### config.mk
export PLATFORM = sky130hd
export DESIGN_NAME = ppg_bank
export DESIGN_NICKNAME = d
export VERILOG_FILES = /design/src/design/ppg_pkg.sv /design/src/design/ppg_slot_if.sv /design/src/design/ppg_gen.sv /design/src/design/ppg_bank.sv
export SDC_FILE = /design/constraint.sdc
export NUM_CORES = 1
export LEC_CHECK = 0
export BUFFER_PORTS_ARGS = -buffer_cell sky130_fd_sc_hd__buf_2
export CAP_MARGIN = 10
export CORE_MARGIN = 8
export CORE_UTILIZATION = 48
export CTS_CLUSTER_SIZE = 40
export DETAILED_ROUTE_END_ITERATION = 8
export PLACE_DENSITY_LB_ADDON = 0.25
export SLEW_MARGIN = 40
export SYNTH_ARGS = -nofsm -noshare
export SYNTH_HDL_FRONTEND = slang
export SYNTH_HIERARCHICAL = 1
export SYNTH_SLANG_ARGS = --single-unit
### constraint.sdc
create_clock -name sys_clk -period 4.2 [get_ports sys_clk]
set_input_delay 0 -clock sys_clk [delete_from_list [all_inputs] [get_ports sys_clk]]
set_output_delay 0 -clock sys_clk [all_outputs]
set_load 0.02 [all_outputs]
### src/design/ppg_pkg.sv
/*
  ppg_pkg: shared constants for the programmable pulse generator bank.
  assumes: register access is a word-wide alternate-space port inside the processor clock domain.
*/
package ppg_pkg;
  // address map of the bank
  localparam int BANK_BYTES  = 4096;                   // region reserved for the bank
  localparam int SLOT_BYTES  = 32;                     // bytes per generator slot
  localparam int MAX_GENS    = BANK_BYTES / SLOT_BYTES; // 128 generators at most
  localparam logic [7:0] ASI_PRIMARY = 8'h01;          // alternate space codes that select the bank
  localparam logic [7:0] ASI_ALT     = 8'h81;
  // word offsets within a slot
  localparam logic [4:0] OFF_IVL_RELOAD  = 5'h00;
  localparam logic [4:0] OFF_IVL_COUNT   = 5'h04;
  localparam logic [4:0] OFF_STEP_RELOAD = 5'h08;
  localparam logic [4:0] OFF_STEP_COUNT  = 5'h0C;
  localparam logic [4:0] OFF_FORM        = 5'h10;
  // wave-former field positions
  localparam int FORM_STEP_RELOAD = 0;
  localparam int FORM_IVL_RELOAD  = 1;
  localparam int FORM_START       = 2;
  localparam int FORM_LVL_STEP    = 4;
  localparam int FORM_LVL_IVL     = 5;
  localparam int FORM_LVL_START   = 6;
  localparam logic [7:0] FORM_WR_MASK = 8'h73;          // start bit and bit 3 never stored
  localparam logic [7:0] FORM_RESET   = 8'h00;
  // widths allowed for the two stages
  localparam int CNT_MIN_W = 8;
  localparam int CNT_MAX_W = 32;
endpackage

### src/design/ppg_slot_if.sv
/*
  ppg_slot_if: write strobes and data from the bank decoder to one generator slot.
  assumes: one instance per generator, driven by the bank top.
*/
`timescale 1ns/1ps
`default_nettype none
interface ppg_slot_if;
  logic        wrIvl;    // interval start value write
  logic        wrStep;   // step divider reload write
  logic        wrForm;   // wave-former write
  logic [31:0] wdata;    // write data
  logic [31:0] ivlCount; // interval count state
  logic [31:0] ivlReload;
  logic [31:0] stepReload;
  logic [31:0] stepCount;
  logic [7:0]  form;
  logic        running;
  logic        pulse;    // generator output level
  modport bank (output wrIvl, wrStep, wrForm, wdata,
                input ivlCount, ivlReload, stepReload, stepCount, form, running, pulse);
  modport gen  (input wrIvl, wrStep, wrForm, wdata,
                output ivlCount, ivlReload, stepReload, stepCount, form, running, pulse);
endinterface
`default_nettype wire

### src/design/ppg_gen.sv
/*
  ppg_gen: one generator: step divider, interval counter and wave-former.
  assumes: countPulse and enable are synchronous one-clock signals.
*/
`timescale 1ns/1ps
`default_nettype none
module ppg_gen
  import ppg_pkg::*;
#(
  parameter int STEP_W = 16,
  parameter int IVL_W  = 24
) (
  // clock and reset
  input wire logic sys_clk,
  input wire logic srst,
  // count source
  input wire logic countPulse,
  input wire logic enable,
  // slot registers
  ppg_slot_if.gen  slot
);
  logic [STEP_W-1:0] stepReload;   // divider reload
  logic [STEP_W-1:0] stepCount;    // divider count
  logic [IVL_W-1:0]  ivlReload;    // interval reload
  logic [IVL_W-1:0]  ivlCount;     // interval count
  logic [7:0]        form;         // stored wave-former
  logic              stepRun;      // divider running
  logic              ivlRun;       // interval running
  logic              ivlDone;      // interval hit zero, awaiting divider zero
  logic              pulse;        // output level

  // decode of one count step
  wire startNow  = slot.wrForm & slot.wdata[FORM_START];
  wire tick      = stepRun & enable & countPulse;
  wire stepZero  = tick & (stepCount == STEP_W'(1));                 // divider expires
  wire ivlZero   = stepZero & ivlRun & (ivlCount == IVL_W'(1));      // interval expires
  wire bothZero  = stepZero & ivlDone;                               // both stages at zero
  // divider halts at this expiry; a halting divider must not step the interval
  wire stepHalt  = (bothZero & ~form[FORM_STEP_RELOAD]) |
                   (ivlZero & ~form[FORM_IVL_RELOAD] & ~form[FORM_STEP_RELOAD]);

  assign slot.ivlCount   = 32'(ivlCount);
  assign slot.ivlReload  = 32'(ivlReload);
  assign slot.stepReload = 32'(stepReload);
  assign slot.stepCount  = 32'(stepCount);
  assign slot.form       = form;            // start bit reads as zero
  assign slot.running    = stepRun;
  assign slot.pulse      = pulse;

  // reload registers and wave-former
  always_ff @(posedge sys_clk) begin
    if (srst) begin
      stepReload <= '0;
      ivlReload  <= '0;
      form       <= FORM_RESET;
    end else begin
      if (slot.wrStep) stepReload <= slot.wdata[STEP_W-1:0];
      if (slot.wrIvl)  ivlReload  <= slot.wdata[IVL_W-1:0];
      if (slot.wrForm) form       <= slot.wdata[7:0] & FORM_WR_MASK;
    end
  end

  // divider stage
  always_ff @(posedge sys_clk) begin
    if (srst) begin
      stepCount <= '0;
      stepRun   <= 1'b0;
    end else if (startNow) begin
      stepCount <= stepReload;
      stepRun   <= 1'b1;
    end else if (stepZero) begin
      // reload on every expiry; stop running when both stages ended and bit 0 clear
      stepCount <= stepReload;
      stepRun   <= ~stepHalt;
    end else if (tick) begin
      stepCount <= stepCount - STEP_W'(1);
    end
  end

  // interval stage; a write loads both words at once
  always_ff @(posedge sys_clk) begin
    if (srst) begin
      ivlCount <= '0;
      ivlRun   <= 1'b0;
      ivlDone  <= 1'b0;
    end else if (slot.wrIvl) begin
      ivlCount <= slot.wdata[IVL_W-1:0];
    end else if (startNow) begin
      ivlCount <= ivlReload;
      ivlRun   <= 1'b1;
      ivlDone  <= 1'b0;
    end else if (ivlZero) begin
      ivlCount <= form[FORM_IVL_RELOAD] ? ivlReload : '0;
      ivlRun   <= form[FORM_IVL_RELOAD];
      ivlDone  <= 1'b1;
    end else if (stepZero) begin
      // only an expiry that continues counts as a step
      if (ivlRun && !stepHalt) ivlCount <= ivlCount - IVL_W'(1);
      ivlDone  <= 1'b0;
    end
  end

  // output levels, held between events
  always_ff @(posedge sys_clk) begin
    if (srst) pulse <= 1'b0;
    else if (startNow) pulse <= slot.wdata[FORM_LVL_START];
    else if (ivlZero) pulse <= form[FORM_LVL_IVL];
    else if (bothZero) pulse <= form[FORM_LVL_STEP];
  end

  // step divider only moves on an enabled pulse or a start write
  hold_a: assert property (@(posedge sys_clk) disable iff (srst)
    (!enable && !startNow) |=> $stable(stepCount)) else $error("divider moved while disabled");
  ivl_load_a: assert property (@(posedge sys_clk) disable iff (srst)
    slot.wrIvl |=> (ivlCount == ivlReload)) else $error("interval load mismatch");
  start_lvl_a: assert property (@(posedge sys_clk) disable iff (srst)
    startNow |=> (pulse == $past(slot.wdata[FORM_LVL_START]) && stepRun)) else $error("start level");
  ivl_lvl_a: assert property (@(posedge sys_clk) disable iff (srst)
    (ivlZero && !startNow) |=> (pulse == $past(form[FORM_LVL_IVL]))) else $error("interval level");
  ivl_stop_a: assert property (@(posedge sys_clk) disable iff (srst)
    (ivlZero && !form[FORM_IVL_RELOAD] && !startNow) |=> !ivlRun) else $error("interval not stopped");
  step_dec_a: assert property (@(posedge sys_clk) disable iff (srst)
    (tick && !stepZero && !startNow) |=> (stepCount == $past(stepCount) - STEP_W'(1)))
    else $error("divider step");
  ivl_step_a: assert property (@(posedge sys_clk) disable iff (srst)
    (stepZero && ivlRun && !ivlZero && !stepHalt && !startNow && !slot.wrIvl)
    |=> (ivlCount == $past(ivlCount) - IVL_W'(1))) else $error("interval step");
  halt_ivl_a: assert property (@(posedge sys_clk) disable iff (srst)
    (bothZero && !form[FORM_STEP_RELOAD] && !ivlZero && !startNow && !slot.wrIvl)
    |=> $stable(ivlCount)) else $error("interval stepped by halting divider");
  both_stop_a: assert property (@(posedge sys_clk) disable iff (srst)
    (bothZero && !form[FORM_STEP_RELOAD] && !startNow) |=> !stepRun) else $error("divider not stopped");
  form_bits_a: assert property (@(posedge sys_clk) disable iff (srst)
    (form[FORM_START] == 1'b0 && form[3] == 1'b0 && form[7] == 1'b0)) else $error("form bits");

  start_c: cover property (@(posedge sys_clk) startNow);
  ivl_c:   cover property (@(posedge sys_clk) ivlZero);
  both_c:  cover property (@(posedge sys_clk) bothZero);
endmodule
`default_nettype wire

### src/design/ppg_bank.sv
/*
  ppg_bank: bank of programmable pulse generators behind the alternate-space port.
  assumes: the processor presents a single-cycle word access with an alternate space code;
  counting pulses and enables arrive per generator in the same clock domain.
*/
`timescale 1ns/1ps
`default_nettype none
// Summary of operation
// - 4096-byte bank, 32-byte slots, 128 max
// - divider width between 8 and 32
// - divider decrements on each count pulse
// - divider counts only while enable high
// - bit 0 picks divider stop or reload
// - divider expiry steps interval counter once, unless the divider halts
// - interval width between 8 and 32
// - interval write loads reload and count
// - interval count readable, reload optional
// - bit 1 picks interval stop or reload
// - 8-bit wave-former, levels and control
// - start bit reloads both, drives bit 6
// - bit 6 is level at start
// - bit 5 is level at interval zero
// - bit 4 level at next divider zero
// - bit 3 reserved, upper bits undefined
// - slot word offsets 0,4,8,12,16
// - narrow registers sit in low bits
module ppg_bank
  import ppg_pkg::*;
#(
  parameter int NUM_GENS = 4,   // generators fitted
  parameter int STEP_W   = 16,  // divider width
  parameter int IVL_W    = 24   // interval width
) (
  // clock and reset
  input  wire logic                sys_clk,
  input  wire logic                srst,
  // alternate-space access port
  input  wire logic                accValid,
  input  wire logic                accWrite,
  input  wire logic [7:0]          accAsi,
  input  wire logic [11:0]         accAddr,
  input  wire logic [31:0]         accWdata,
  output logic                     accReady,
  output logic [31:0]              accRdata,
  // count sources
  input  wire logic [NUM_GENS-1:0] countPulse,
  input  wire logic [NUM_GENS-1:0] countEnable,
  // generator outputs
  output logic [NUM_GENS-1:0]      pulseOut
);
  // widths are limited to the documented range
  if (STEP_W < CNT_MIN_W || STEP_W > CNT_MAX_W || IVL_W < CNT_MIN_W || IVL_W > CNT_MAX_W ||
      NUM_GENS < 1 || NUM_GENS > MAX_GENS) begin : g_bad_cfg
    $error("generator bank parameters out of range");
  end

  // address decode of the bank region
  wire       bankSel = accValid & ((accAsi == ASI_PRIMARY) | (accAsi == ASI_ALT));
  wire [6:0] slotIdx = accAddr[11:5];
  wire [4:0] wordOff = {accAddr[4:2], 2'b00};
  wire       slotOk  = 32'(slotIdx) < NUM_GENS;

  ppg_slot_if slots [NUM_GENS] ();
  logic [31:0] rdWord [NUM_GENS];  // per-slot read mux
  logic [NUM_GENS-1:0] genPulse;   // generator levels, registered in each slot

  // one generator per slot
  for (genvar g = 0; g < NUM_GENS; g++) begin : g_gen
    wire hit = bankSel & accWrite & (32'(slotIdx) == g);
    assign slots[g].wrIvl  = hit & (wordOff == OFF_IVL_RELOAD);
    assign slots[g].wrStep = hit & (wordOff == OFF_STEP_RELOAD);
    assign slots[g].wrForm = hit & (wordOff == OFF_FORM);
    assign slots[g].wdata  = accWdata;
    // count register writes are ignored; counts move by counting, start and interval writes
    assign rdWord[g] = (wordOff == OFF_IVL_RELOAD)  ? slots[g].ivlReload  :
                       (wordOff == OFF_IVL_COUNT)   ? slots[g].ivlCount   :
                       (wordOff == OFF_STEP_RELOAD) ? slots[g].stepReload :
                       (wordOff == OFF_STEP_COUNT)  ? slots[g].stepCount  :
                       (wordOff == OFF_FORM)        ? {24'h000000, slots[g].form} : 32'h00000000;
    assign genPulse[g] = slots[g].pulse;
    ppg_gen #(.STEP_W(STEP_W), .IVL_W(IVL_W)) u_gen (
      .sys_clk    (sys_clk),
      .srst       (srst),
      .countPulse (countPulse[g]),
      .enable     (countEnable[g]),
      .slot       (slots[g])
    );
  end

  // read data selection; empty slots read zero
  logic [31:0] next_accRdata;
  always_comb begin
    next_accRdata = 32'h00000000;
    for (int i = 0; i < NUM_GENS; i++) begin
      if (32'(slotIdx) == i) next_accRdata = rdWord[i];
    end
    if (!(bankSel && !accWrite && slotOk)) next_accRdata = 32'h00000000;
  end

  // registered answer, one cycle after the request
  always_ff @(posedge sys_clk) begin
    if (srst) begin
      accReady <= 1'b0;
      accRdata <= 32'h00000000;
      pulseOut <= '0;
    end else begin
      accReady <= bankSel;
      accRdata <= next_accRdata;
      pulseOut <= genPulse;
    end
  end

  ready_a: assert property (@(posedge sys_clk) disable iff (srst)
    bankSel |=> accReady) else $error("access not answered");
  out_a: assert property (@(posedge sys_clk) disable iff (srst)
    1'b1 |=> (pulseOut == $past(genPulse))) else $error("output not registered");
  rd_c: cover property (@(posedge sys_clk) bankSel && !accWrite);
  wr_c: cover property (@(posedge sys_clk) bankSel && accWrite);
endmodule
`default_nettype wire

# Yosys cells after proc, flatten, opt, wreduce, memory -nomap -nowiden
# Index checks and enable logic that the tools add are counted.
word_totals:
  ff_bits: 393
  latch_bits: 0
  ramBits: 0
  rom_bits: 0
  inputBits: 64
  elab_cells: 299
  mem_count: 0
op_classes:
  addsub: 8
  mul: 0
  n_div: 0
  magnitude_cmp: 1
  eq_ne: 17
  n_shift: 0
  n_mux: 100
  bitwise_logic: 80
  n_reduce_logical: 54
op_table:
  columns: ["operator", "n"]
  rows:
  - ["two-way mux 24 bit", 33]
  - ["two-way mux 16 bit", 20]
  - ["equality test 24 x 1 -> 1 bit, second input constant", 4]
  - ["two-way mux 32 bit", 3]
  - ["subtractor 24 x 1 -> 24 bit, second input constant", 4]
  - ["equality test 16 x 1 -> 1 bit, second input constant", 4]
  - ["subtractor 16 x 1 -> 16 bit, second input constant", 4]
  - ["bitwise AND 1 bit", 58]
  - ["two-way mux 1 bit", 40]
  - ["nonzero test 3 bit", 12]
  - ["nonzero test 4 bit", 8]
  - ["two-way mux 7 bit", 4]
  - ["AND reduction 2 bit", 12]
  - ["NOT 1 bit", 17]
  - ["nonzero test 2 bit", 8]
  - ["equality test 7 x 2 -> 1 bit, second input constant", 2]
  - ["equality test 8 x 1 -> 1 bit, second input constant", 1]
  - ["equality test 8 bit, second input constant", 1]
  - ["equality test 7 x 1 -> 1 bit, second input constant", 1]
  - ["logical NOT 7 bit", 1]
  - ["less-than comparator 7 x 3 -> 1 bit, second input constant", 1]
  - ["equality test 3 x 2 -> 1 bit, second input constant", 2]
  - ["logical AND 1 bit", 6]
  - ["logical NOT 1 bit", 5]
  - ["other kinds (5)", 9]

# Depth between registers and ports, before layout
# Gate-level depths: netlist of the first run.
logic_depth:
  ltp_word: 15
  depth_mapped: 15
  mapped_depth_nobuf: 11

# Hierarchy
# Netlist of the first run, hierarchy kept.
modules_own_cells:
  columns: ["mod", "n_inst", "cells_per_inst", "area_per_inst_um2"]
  rows:
  - ["ppg_gen", 4, 614, 4972.3]
  - ["ppg_bank", 1, 871, 6627.6]

# Worst setup path after synthesis of the first run
# No wires, ideal clock.
synth_path:
  kind: "input port to flip-flop"
  start: "input port accAddr[10]"
  end: "register g_gen[1].u_gen.stepCount[10]"
  setup_ns: 0.086
  arrival_time_ns: 2.816
  required_ns: 4.114
  slack_ns: 1.298
  stages: 12
  n_path_buf: 4
  path_cell_list: "or4_1 -> or4b_1 -> clkbuf_1 -> nor2_1 -> clkbuf_1 -> nand2_1 -> clkbuf_1 -> o21ai_0 -> clkbuf_1 -> nor2_1 -> a31o_2 -> a211oi_1"
synth_via:
  elab_chain_cells: 5
  word_cells_on_any_way: 6
  classes_between: "1 x eq/ne; 1 x mux; 3 x bitwise; 1 x reduce/logical"
synth_lines:
  columns: ["item", "line_no", "source"]
  rows:
  - ["start, declared", "ppg_bank.sv:41", "input wire logic [11:0] accAddr,"]
  - ["equality test 7 x 1 -> 1 bit *", "ppg_bank.sv:69", "wire hit = bankSel & accWrite & (32'(slotIdx) == g);"]
  - ["bitwise AND 1 bit *", "ppg_bank.sv:69", null]
  - ["bitwise AND 1 bit *", "ppg_bank.sv:72", "assign slots[g].wrForm = hit & (wordOff == OFF_FORM);"]
  - ["named net slots[1].wrForm", "ppg_slot_if.sv:10", "logic wrForm;"]
  - ["bitwise AND 1 bit *", "ppg_gen.sv:33", "wire startNow = slot.wrForm & slot.wdata[FORM_START];"]
  - ["nonzero test 3 bit (no source line) / two-way mux 16 bit (equally long branches)", null, null]
  - ["end signal, assigned", "ppg_gen.sv:69", "stepCount <= stepReload;"]
  - ["end signal, assigned", "ppg_gen.sv:73", "stepCount <= stepReload;"]
  - ["end signal, assigned", "ppg_gen.sv:76", "stepCount <= stepCount - STEP_W'(1);"]
  - ["end, declared", "ppg_gen.sv:23", "logic [STEP_W-1:0] stepCount;"]
# The timed path passes the listed nets; every way through them passes the cells marked *.
# A chain may end at the register's enable or synchronous reset.

# Final worst setup path of the first run
layout_path:
  start: "input port accAsi[6]"
  end: "register g_gen[0].u_gen.ivlCount[16]"
layout_via:
  elab_chain_cells: 9
  word_cells_on_any_way: 14
  classes_between: "2 x eq/ne; 2 x mux; 7 x bitwise; 3 x reduce/logical"
layout_lines:
  columns: ["item", "line_no", "source"]
  rows:
  - ["start, declared", "ppg_bank.sv:40", "input wire logic [7:0] accAsi,"]
  - ["equality test 8 x 1 -> 1 bit / equality test 8 bit (equally long branches)", "ppg_bank.sv:58", "wire bankSel = accValid & ((accAsi == ASI_PRIMARY) | (accAsi == ASI_ALT));"]
  - ["OR 1 bit *", "ppg_bank.sv:58", null]
  - ["bitwise AND 1 bit *", "ppg_bank.sv:58", null]
  - ["bitwise AND 1 bit * (2 in a row)", "ppg_bank.sv:69", null]
  - ["bitwise AND 1 bit *", "ppg_bank.sv:72", null]
  - ["named net slots[0].wrForm", "ppg_slot_if.sv:10", null]
  - ["bitwise AND 1 bit *", "ppg_gen.sv:33", null]
  - ["nonzero test 4 bit (no source line) / two-way mux 24 bit (equally long branches)", null, null]
  - ["AND reduction 2 bit (no source line) / two-way mux 24 bit (equally long branches)", null, null]
  - ["end signal, assigned", "ppg_gen.sv:87", "ivlCount <= slot.wdata[IVL_W-1:0];"]
  - ["end signal, assigned", "ppg_gen.sv:89", "ivlCount <= ivlReload;"]
  - ["end signal, assigned", "ppg_gen.sv:93", "ivlCount <= form[FORM_IVL_RELOAD] ? ivlReload : '0;"]
  - ["end, declared", "ppg_gen.sv:25", "logic [IVL_W-1:0] ivlCount;"]
# Marks and branches as above.

==> results by group, run 1 <==
Outcome
  • Run status: finished, final reports clean

Power and ir drop
  • Flop pwr share: 0.430
  • Share of power burned in combinational logic: 0.079
  • Net switching component of the power: 2.19 mW
  • Power density over cell area: between 300 and 400 mW/mm2
  • Total internal power: between 6 and 7 mW
  • Clock network fraction of design power: 0.491
  • Worst-case vdd ir drop: between 0.2 and 0.3 mV
  • Sw Ratio: 0.253
  • Total leakage power: ~11 nW

Routing
  • Drt first pass iters: 7
  • Drt wl/cell: roughly 24 um
  • Routed wire length: between 90000 and 100000 um
  • Vias after detailed routing: around 26000
  • Number of vias per cell after detailed routing: about 6.3
  • Detailed Route Iter0 Violations: between 3000 and 4000
  • DRC: 0
  • Post-detailed-route count of antenna-violating nets: 0

Layout
  • Layout Area Growth over Synthesis: 8.21%
  • Share of post-route cells with drive strength above 1: 0.116
  • Net count reported at finish: roughly 3400
  • Number of filler cells placed in the layout: approximately 5200
  • Most frequent cells in the layout: sky130_fd_sc_hd__nor2_1, sky130_fd_sc_hd__dfxtp_1, sky130_fd_sc_hd__mux2i_1
  • Cell area after layout: between 0.02 and 0.03 mm2
  • Most frequent standard cell in the layout excluding fill and tap cells: sky130_fd_sc_hd__nor2_1

Critical path
  • Critical Path Slowest Stage Cell: sky130_fd_sc_hd__dlygate4sd3_1
  • Worst path arrival time: just under 4000 ps
  • Required time of the worst setup path: about 4700 ps
  • Crit path capture type: flop
  • Kind of critical path: input pin to flop
  • Largest stage delay on the critical path: approximately 530 ps
  • Largest fanout of any net on the critical path: 11
  • List of cells traversed by the critical path: dlygate4sd3_1, buf_2, nor4b_1, nand3_1, nor2_1, nand3_1, nor2_1, buf_4, nand2_1, nand2_1, nand2_1, o21ai_1, o2111ai_1, a32o_1
  • Most numerous cell on the critical path: sky130_fd_sc_hd__nand2_1
  • Startpoint type of the worst setup path: input pin

Synth
  • Synthesized-area fraction occupied by ao, oa, aoi and oai cells: 0.234
  • EDFF count, synth: 0
  • Mean instance size in the synthesized netlist: 7.97 um2
  • Async S/R FF share, synth: 0
  • Basic-gate share of the synthesized area counting and, or, nand and nor cells: 0.222
  • Portion of netlist area occupied by mux cells: 0.118
  • Sequential fraction of the synthesis area: 0.297
  • Post-Synth XOR/XNOR Area: 0.0185
  • Number of instances in the synthesized netlist: about 3300
  • Most used DFF post-synth: sky130_fd_sc_hd__dfxtp_1
  • Number of distinct library cells after synthesis: 74
  • Fraction of the mapped netlist area in adder cells: 0.00755
  • Yosys warnings: 6
  • Cell area after technology mapping: 0.0265 mm2
  • Number of synthesized register bits: a little under 400
  • Main combinational cell family by area after synthesis: compound AO/OA/AOI/OAI gates

Timing
  • Worst-Margin Slew: around 970 ps
  • Remaining max-slew budget at the tightest pin: 0.348
  • Final total negative setup slack: 0 ps
  • Final number of setup-violating endpoints: 0
  • Crit share post-route: 0.814
  • Clock tree skew after final layout: ~34 ps
  • Final-layout worst hold slack: approximately 60 ps
  • Unrepaired setup endpoints after global routing: no
  • Shortest clock period the worst path allows after layout: 3420 ps
  • Max-slew violation total from the final report: 0
  • Final Hold Viols: 0
  • Upper clock frequency limit: 293 MHz

Floorplan
  • Placement row count: 86
  • Area of the die: roughly 0.063 mm2
  • Initial core utilization: 0.483
  • Number of primary I/O pins: around 100
  • Horizontal die dimension: approximately 250 um
  • Die extent in y: 251 um
  • Core Box Area: roughly 0.055 mm2

Placement
  • Placed wire-length estimate: around 65000 um
  • Input/output buffers: 89
  • Post-placement cell area: about 0.027 mm2
  • Final estimated routing congestion in global placement: 0.981

Clock network
  • Clock slew seen by the registers of the worst setup and hold paths: 60 ps
  • Number of clock sinks: a little under 400
  • Clk buf depth: 3
  • Clock buffer count from CTS: 46
  • Buffers inserted during post-CTS setup optimization: 0
  • Count of H-tree levels built during CTS: 2
  • Post_cts resized: 0
  • TritonCTS clock tree: yes
  • Clock latency on the worst-skew pair: 620 ps
  • Cell chosen for the clock root: sky130_fd_sc_hd__clkbuf_16
  • Hold_buf cts: 29

GRT
  • Residual overflow from global routing: 0
  • GRT Util Overall: 0.290
  • Wire length of the first global-routing pass: around 140000 um
  • Antenna violations before repair: 3
  • Number of global-route vias before repair: around 24000
  • Largest net degree at the start of global routing: around 150

Min path
  • Worst hold path type: input pin to flop

Job
  • MaxCap Viol Count: 0
-- worst paths after layout --
path                           startpoint                           end  slack (ps)  depth (start not counted)
max                             accAsi[6]   g_gen[0].u_gen/ivlCount[16]         780                         14
min                        countEnable[0]   g_gen[0].u_gen/stepCount[0]          60                          5
max reg2reg    g_gen[3].u_gen/ivlCount[2]    g_gen[3].u_gen/ivlCount[3]         940                          6
min reg2reg  g_gen[1].u_gen/ivlReload[21]  g_gen[1].u_gen/ivlReload[21]         470                          2
-- routing by layer --
metal / global-route usage / part of all wire / up-vias
met5: 0 / 0.00039 / -
li1: - / - / 11870
met2: 0.438 / 0.43 / 1212
met4: 0.149 / 0.052 / 6
met1: 0.390 / 0.43 / 12333
met3: 0.0565 / 0.087 / 246
-- power by group through the flow --
stage	Clock, mW	Sequential, mW	Combinational [mW]
2_1_floorplan	0	3.81	0.515
3_3_place_gp	0	3.81	0.618
3_5_place_dp	0	3.81	0.624
4_1_cts	4.30	3.73	0.644
5_1_grt	4.46	3.73	0.716
6_report	4.26	3.73	0.681
-- cells in the mapped netlist (all sizes together) (40+ instances only) --
cell    instances  area share
dfxtp         393        0.30
inv            46      0.0065
o221ai         40       0.018
buf           281       0.073
nor4           49       0.012
a211oi         81       0.024
nand2         264       0.038
nand2b         41      0.0097
nor3           97       0.019
clkbuf        163       0.023
o21ai         124       0.023
a311oi         44       0.015
mux2i         272        0.10
nor2          442       0.063
nand3          96       0.019
nor2b          61       0.014
a21oi         173       0.034
-- state kept, by name (all words and copies together) (netlist names) --
name,cells
g_gen.u_gen/stepCount,64
g_gen.u_gen/stepReload,64
g_gen.u_gen/ivlCount,96
g_gen.u_gen/ivlDone,4
pulseOut,4
accRdata,32
g_gen.u_gen/slot.running,4
accReady,1
g_gen.u_gen/slot.form,20
g_gen.u_gen/slot.pulse,4
g_gen.u_gen/ivlRun,4
g_gen.u_gen/ivlReload,96
-- logic make-up after synthesis --
family / after synthesis
buffers and inverters: 494
multiplexers: 308
AO/OA/AOI/OAI: 825
XOR/XNOR: 56
other: 4
flip-flops: 393
adder cells (fa/ha/maj): 16
AND/OR/NAND/NOR: 1231
-- final cells by class --
type | count | area (um2) | area share
repair buffers | 187 | 1350 | 0.0470
diodes | 2 | 5.00 | 0.000174
clock inverters | 15 | 194 | 0.00676
well taps | 704 | 881 | 0.0307
multi-input cells | 2640 | 16800 | 0.586
clock buffers | 69 | 1400 | 0.0487
flip-flops and latches | 393 | 7870 | 0.274
inverters | 50 | 188 | 0.00654
-- worst max-delay path, delay by kind of cell --
| kind | cells | cell delay [ps] |
|---|---|---|
| AND/OR/NAND/NOR | 8 | 2180 |
| AO/OA/AOI/OAI | 3 | 890 |
| buffers and inverters | 3 | 840 |
-- per-stage QoR --
step	instances	util	worst slack (ps)	total power, mW
floorplan	3527	-	1300	4.32
global placement	3942	0.485	801	4.43
detailed placement	3942	0.486	657	4.43
CTS	4055	0.520	959	8.68
global route	4058	0.523	563	8.90
finish	4060	0.523	782	8.66
Note: power is estimated with default switching activity, not from simulation.
==> run 2, diff against run 1 <==
Clock period 4.2 ns to 2.8 ns, I/O delays scaled along.
==> run 2 against run 1 <==
Effect of this change:
- sequential power grew 50%
- wire length is 4.0% higher
- sequential cell count unchanged
- setup slack worse by 730 ps
- die area is the same
- total power increased by 45%
- critical path depth shrank 7
- clock power increased by 38%
- clock-buffer cell count decreased by 2
- combinational power is 56% higher
- register-to-register slack worse by 890 ps
- largest power group unchanged
==> results by group, run 2 (synthesis results as in run 1) <==
Timing
  • Crit share post-route: 0.982
  • Final Hold Viols: 0 (unchanged)
  • Worst-Margin Slew: 811 ps (-160 ps)
  • Final number of setup-violating endpoints: 0 (unchanged)
  • Shortest clock period the worst path allows after layout: around 2700 ps
  • Max-slew violation total from the final report: 0 (unchanged)
  • Remaining max-slew budget at the tightest pin: 0.456 (+0.109)
  • Upper clock frequency limit: approximately 360 MHz
  • Clock tree skew after final layout: 25.1 ps (-8.54 ps)

Routing
  • Drt first pass iters: 9 (+2)
  • Vias after detailed routing: 26560 (+3.5%)
  • DRC: 0 (unchanged)
  • Number of vias per cell after detailed routing: 6.19 (-2.0%)
  • Detailed Route Iter0 Violations: 3169 (-3.7%)
  • Post-detailed-route count of antenna-violating nets: 0 (unchanged)
  • Drt wl/cell: 23.2 um (-1.5%)
  • Routed wire length: 99700 um (+4.0%)

Critical path
  • Critical Path Source: g_gen[0].u_gen/ivlCount[2]
  • Reg2reg setup slack: 50 ps (-890 ps)
  • Startpoint type of the worst setup path: flop
  • List of cells traversed by the critical path: or4_1, or4_4, buf_4, or4_4, o31ai_2, a21oi_1, o32ai_2
  • Largest fanout of any net on the critical path: 9 (-2)
  • FF-to-FF End: g_gen[0].u_gen/ivlCount[21]
  • Crit path capture type: flop
  • Depth of the most critical reg-to-reg path: 7 (+1)
  • Most numerous cell on the critical path: sky130_fd_sc_hd__or4_4
  • Reg2Reg Launch Point: g_gen[0].u_gen/ivlCount[2]
  • Critical Path Slowest Stage Cell: sky130_fd_sc_hd__or4_4
  • Worst path arrival time: 3240 ps (-670 ps)
  • Kind of critical path: flop to flop
  • Required time of the worst setup path: 3290 ps (-1400 ps)
  • Largest stage delay on the critical path: 560 ps (+30 ps)

Layout
  • Net count reported at finish: 3627 (+6.7%)
  • Most frequent standard cell in the layout excluding fill and tap cells: sky130_fd_sc_hd__nor2_1
  • Share of post-route cells with drive strength above 1: 0.178 (+0.0616)
  • Most frequent cells in the layout: sky130_fd_sc_hd__nor2_1, sky130_fd_sc_hd__dfxtp_1, sky130_fd_sc_hd__buf_4
  • Layout Area Growth over Synthesis: 14.6%
  • Final core occ: 0.554 (+0.0308)
  • Cell area after layout: 0.0304 mm2 (+5.9%)
  • Top flop regs: g_gen.u_gen/ivlCount (96), g_gen.u_gen/ivlReload (96)

Clock network
  • Clock latency on the worst-skew pair: 610 ps (about the same)
  • Cell chosen for the clock root: sky130_fd_sc_hd__clkbuf_16
  • Clk buf depth: 3 (unchanged)
  • Clock buffer count from CTS: 46 (unchanged)
  • Count of H-tree levels built during CTS: 2 (unchanged)
  • Number of clock sinks: 393 (unchanged)
  • Clock slew seen by the registers of the worst setup and hold paths: 70 ps (about the same)
  • TritonCTS clock tree: yes

Min path
  • WHS Endpoint: g_gen[2].u_gen/ivlReload[7]
  • Worst hold path cell count: 3 (-2)
  • Worst hold path type: input pin to flop
  • Min-Delay Startpoint: accWdata[7]

Floorplan
  • Initial core utilization: 0.483 (unchanged)
  • Die extent in y: 251 um (unchanged)
  • Number of primary I/O pins: 101 (unchanged)
  • Core Box Area: 0.0549 mm2 (unchanged)
  • Area of the die: 0.0630 mm2 (unchanged)
  • Horizontal die dimension: 251 um (unchanged)
  • Placement row count: 86 (unchanged)

Power and ir drop
  • Total design power: 12.6 mW (+45%)
  • Worst-case vdd ir drop: 0.369 mV (+33%)
  • Power density over cell area: 413 mW/mm2 (+37%)
  • Total leakage power: 12.3 nW (+9.9%)

GRT
  • Residual overflow from global routing: 0 (unchanged)
  • Wire length of the first global-routing pass: 151000 um (+4.6%)
  • Antenna violations before repair: 4 (+1)
  • GRT Util Overall: 0.303 (+0.0127)
  • Largest net degree at the start of global routing: 92 (-40%)
  • Number of global-route vias before repair: 25597 (+7.8%)

Placement
  • Post-placement cell area: 0.0286 mm2 (+7.0%)
  • Placed wire-length estimate: 71200 um (+9.2%)
  • Input/output buffers: 89 (unchanged)
  • Final estimated routing congestion in global placement: 0.969 (-1.2%)

Outcome
  • Run status: finished, final reports clean

Job
  • MaxCap Viol Count: 0 (unchanged)
-- run 2: cell count changes in the layout (fill, tap and decap cells not counted), sizes merged --
| cell | before | now |
|---|---|---|
| diode | 2 | 3 |
| buf | 157 | 396 |
| dlygate4sd3 | 30 | 20 |
| inv | 48 | 47 |
| bufinv | 4 | 0 |
| clkbuf | 69 | 67 |
| clkinv | 13 | 19 |
-- run 2: critical path, delay by kind of cell, from the launching register on --
| kind | cells | cell delay, ps |
|---|---|---|
| AND/OR/NAND/NOR | 3 | 1630 |
| AO/OA/AOI/OAI | 3 | 530 |
| flip-flops | 1 | 320 |
| buffers and inverters | 1 | 190 |
-- run 2: per-stage QoR --
step	hold slack [ps]	setup WS, ps	cells	TNS [ps]
2_1_floorplan	71.6	6.87	3527	0
3_3_place_gp	344	-75.2	4179	-421
3_5_place_dp	355	-34.4	4179	-180
4_1_cts	0.385	0.435	4282	0
5_1_grt	1.79	-4.98	4286	-11.4
6_report	23.7	51.2	4289	0
-- run 2: power breakdown --
part           leakage, nW  total (mW)  switching (mW)  internal (mW)
registers             3.16        5.59       0.0000294           5.59
clock network        0.732        5.90            2.54           3.36
logic                 8.40        1.06           0.732          0.329
total                 12.3        12.6            3.27           9.28
-- run 2: timing repair --
| item | 4_1_cts | 5_1_grt |
|---|---|---|
| endpoints found under the setup margin | 10 | 148 |
| endpoints found under the hold margin | 104 | 0 |
| resized for setup | 4 | 29 |
| hold buffers | 20 | 0 |
| buffers inserted | 0 | 4 |
| pin swaps | 0 | 6 |
| gates cloned | 0 | 0 |
-- run 2: metal layers --
| layer | vias up | GRT usage | wire, um |
|---|---|---|---|
| met5 | - | 0 | 16 |
| met4 | 2 | 0.160 | 5710 |
| met3 | 255 | 0.0679 | 9650 |
| met2 | 1361 | 0.459 | 42300 |
| met1 | 12634 | 0.399 | 42000 |
| li1 | 12308 | - | - |
-- run 2: worst max-delay path by stage --
stage | depth (start not counted) | endpoint | slack [ps]
floorplan | 8 | g_gen[0].u_gen/ivlCount[21] | 7
global placement | 15 | g_gen[3].u_gen/ivlCount[16] | -80
detailed placement | 10 | g_gen[1].u_gen/stepCount[7] | -30
CTS | 8 | g_gen[2].u_gen/ivlCount[11] | 0.4
global route | 8 | g_gen[3].u_gen/ivlCount[4] | -5
finish | 7 | g_gen[0].u_gen/ivlCount[21] | 50
-- run 2: layout make-up --
type | instances | area [um2]
sequential | 393 | 7870
tap | 704 | 881
antenna | 3 | 7.51
multi-input combinational | 2640 | 16900
inverter | 50 | 188
clock inverter | 16 | 87.6
timing repair buffer | 416 | 3120
clock buffer | 67 | 1360
fill | 5152 | 24500
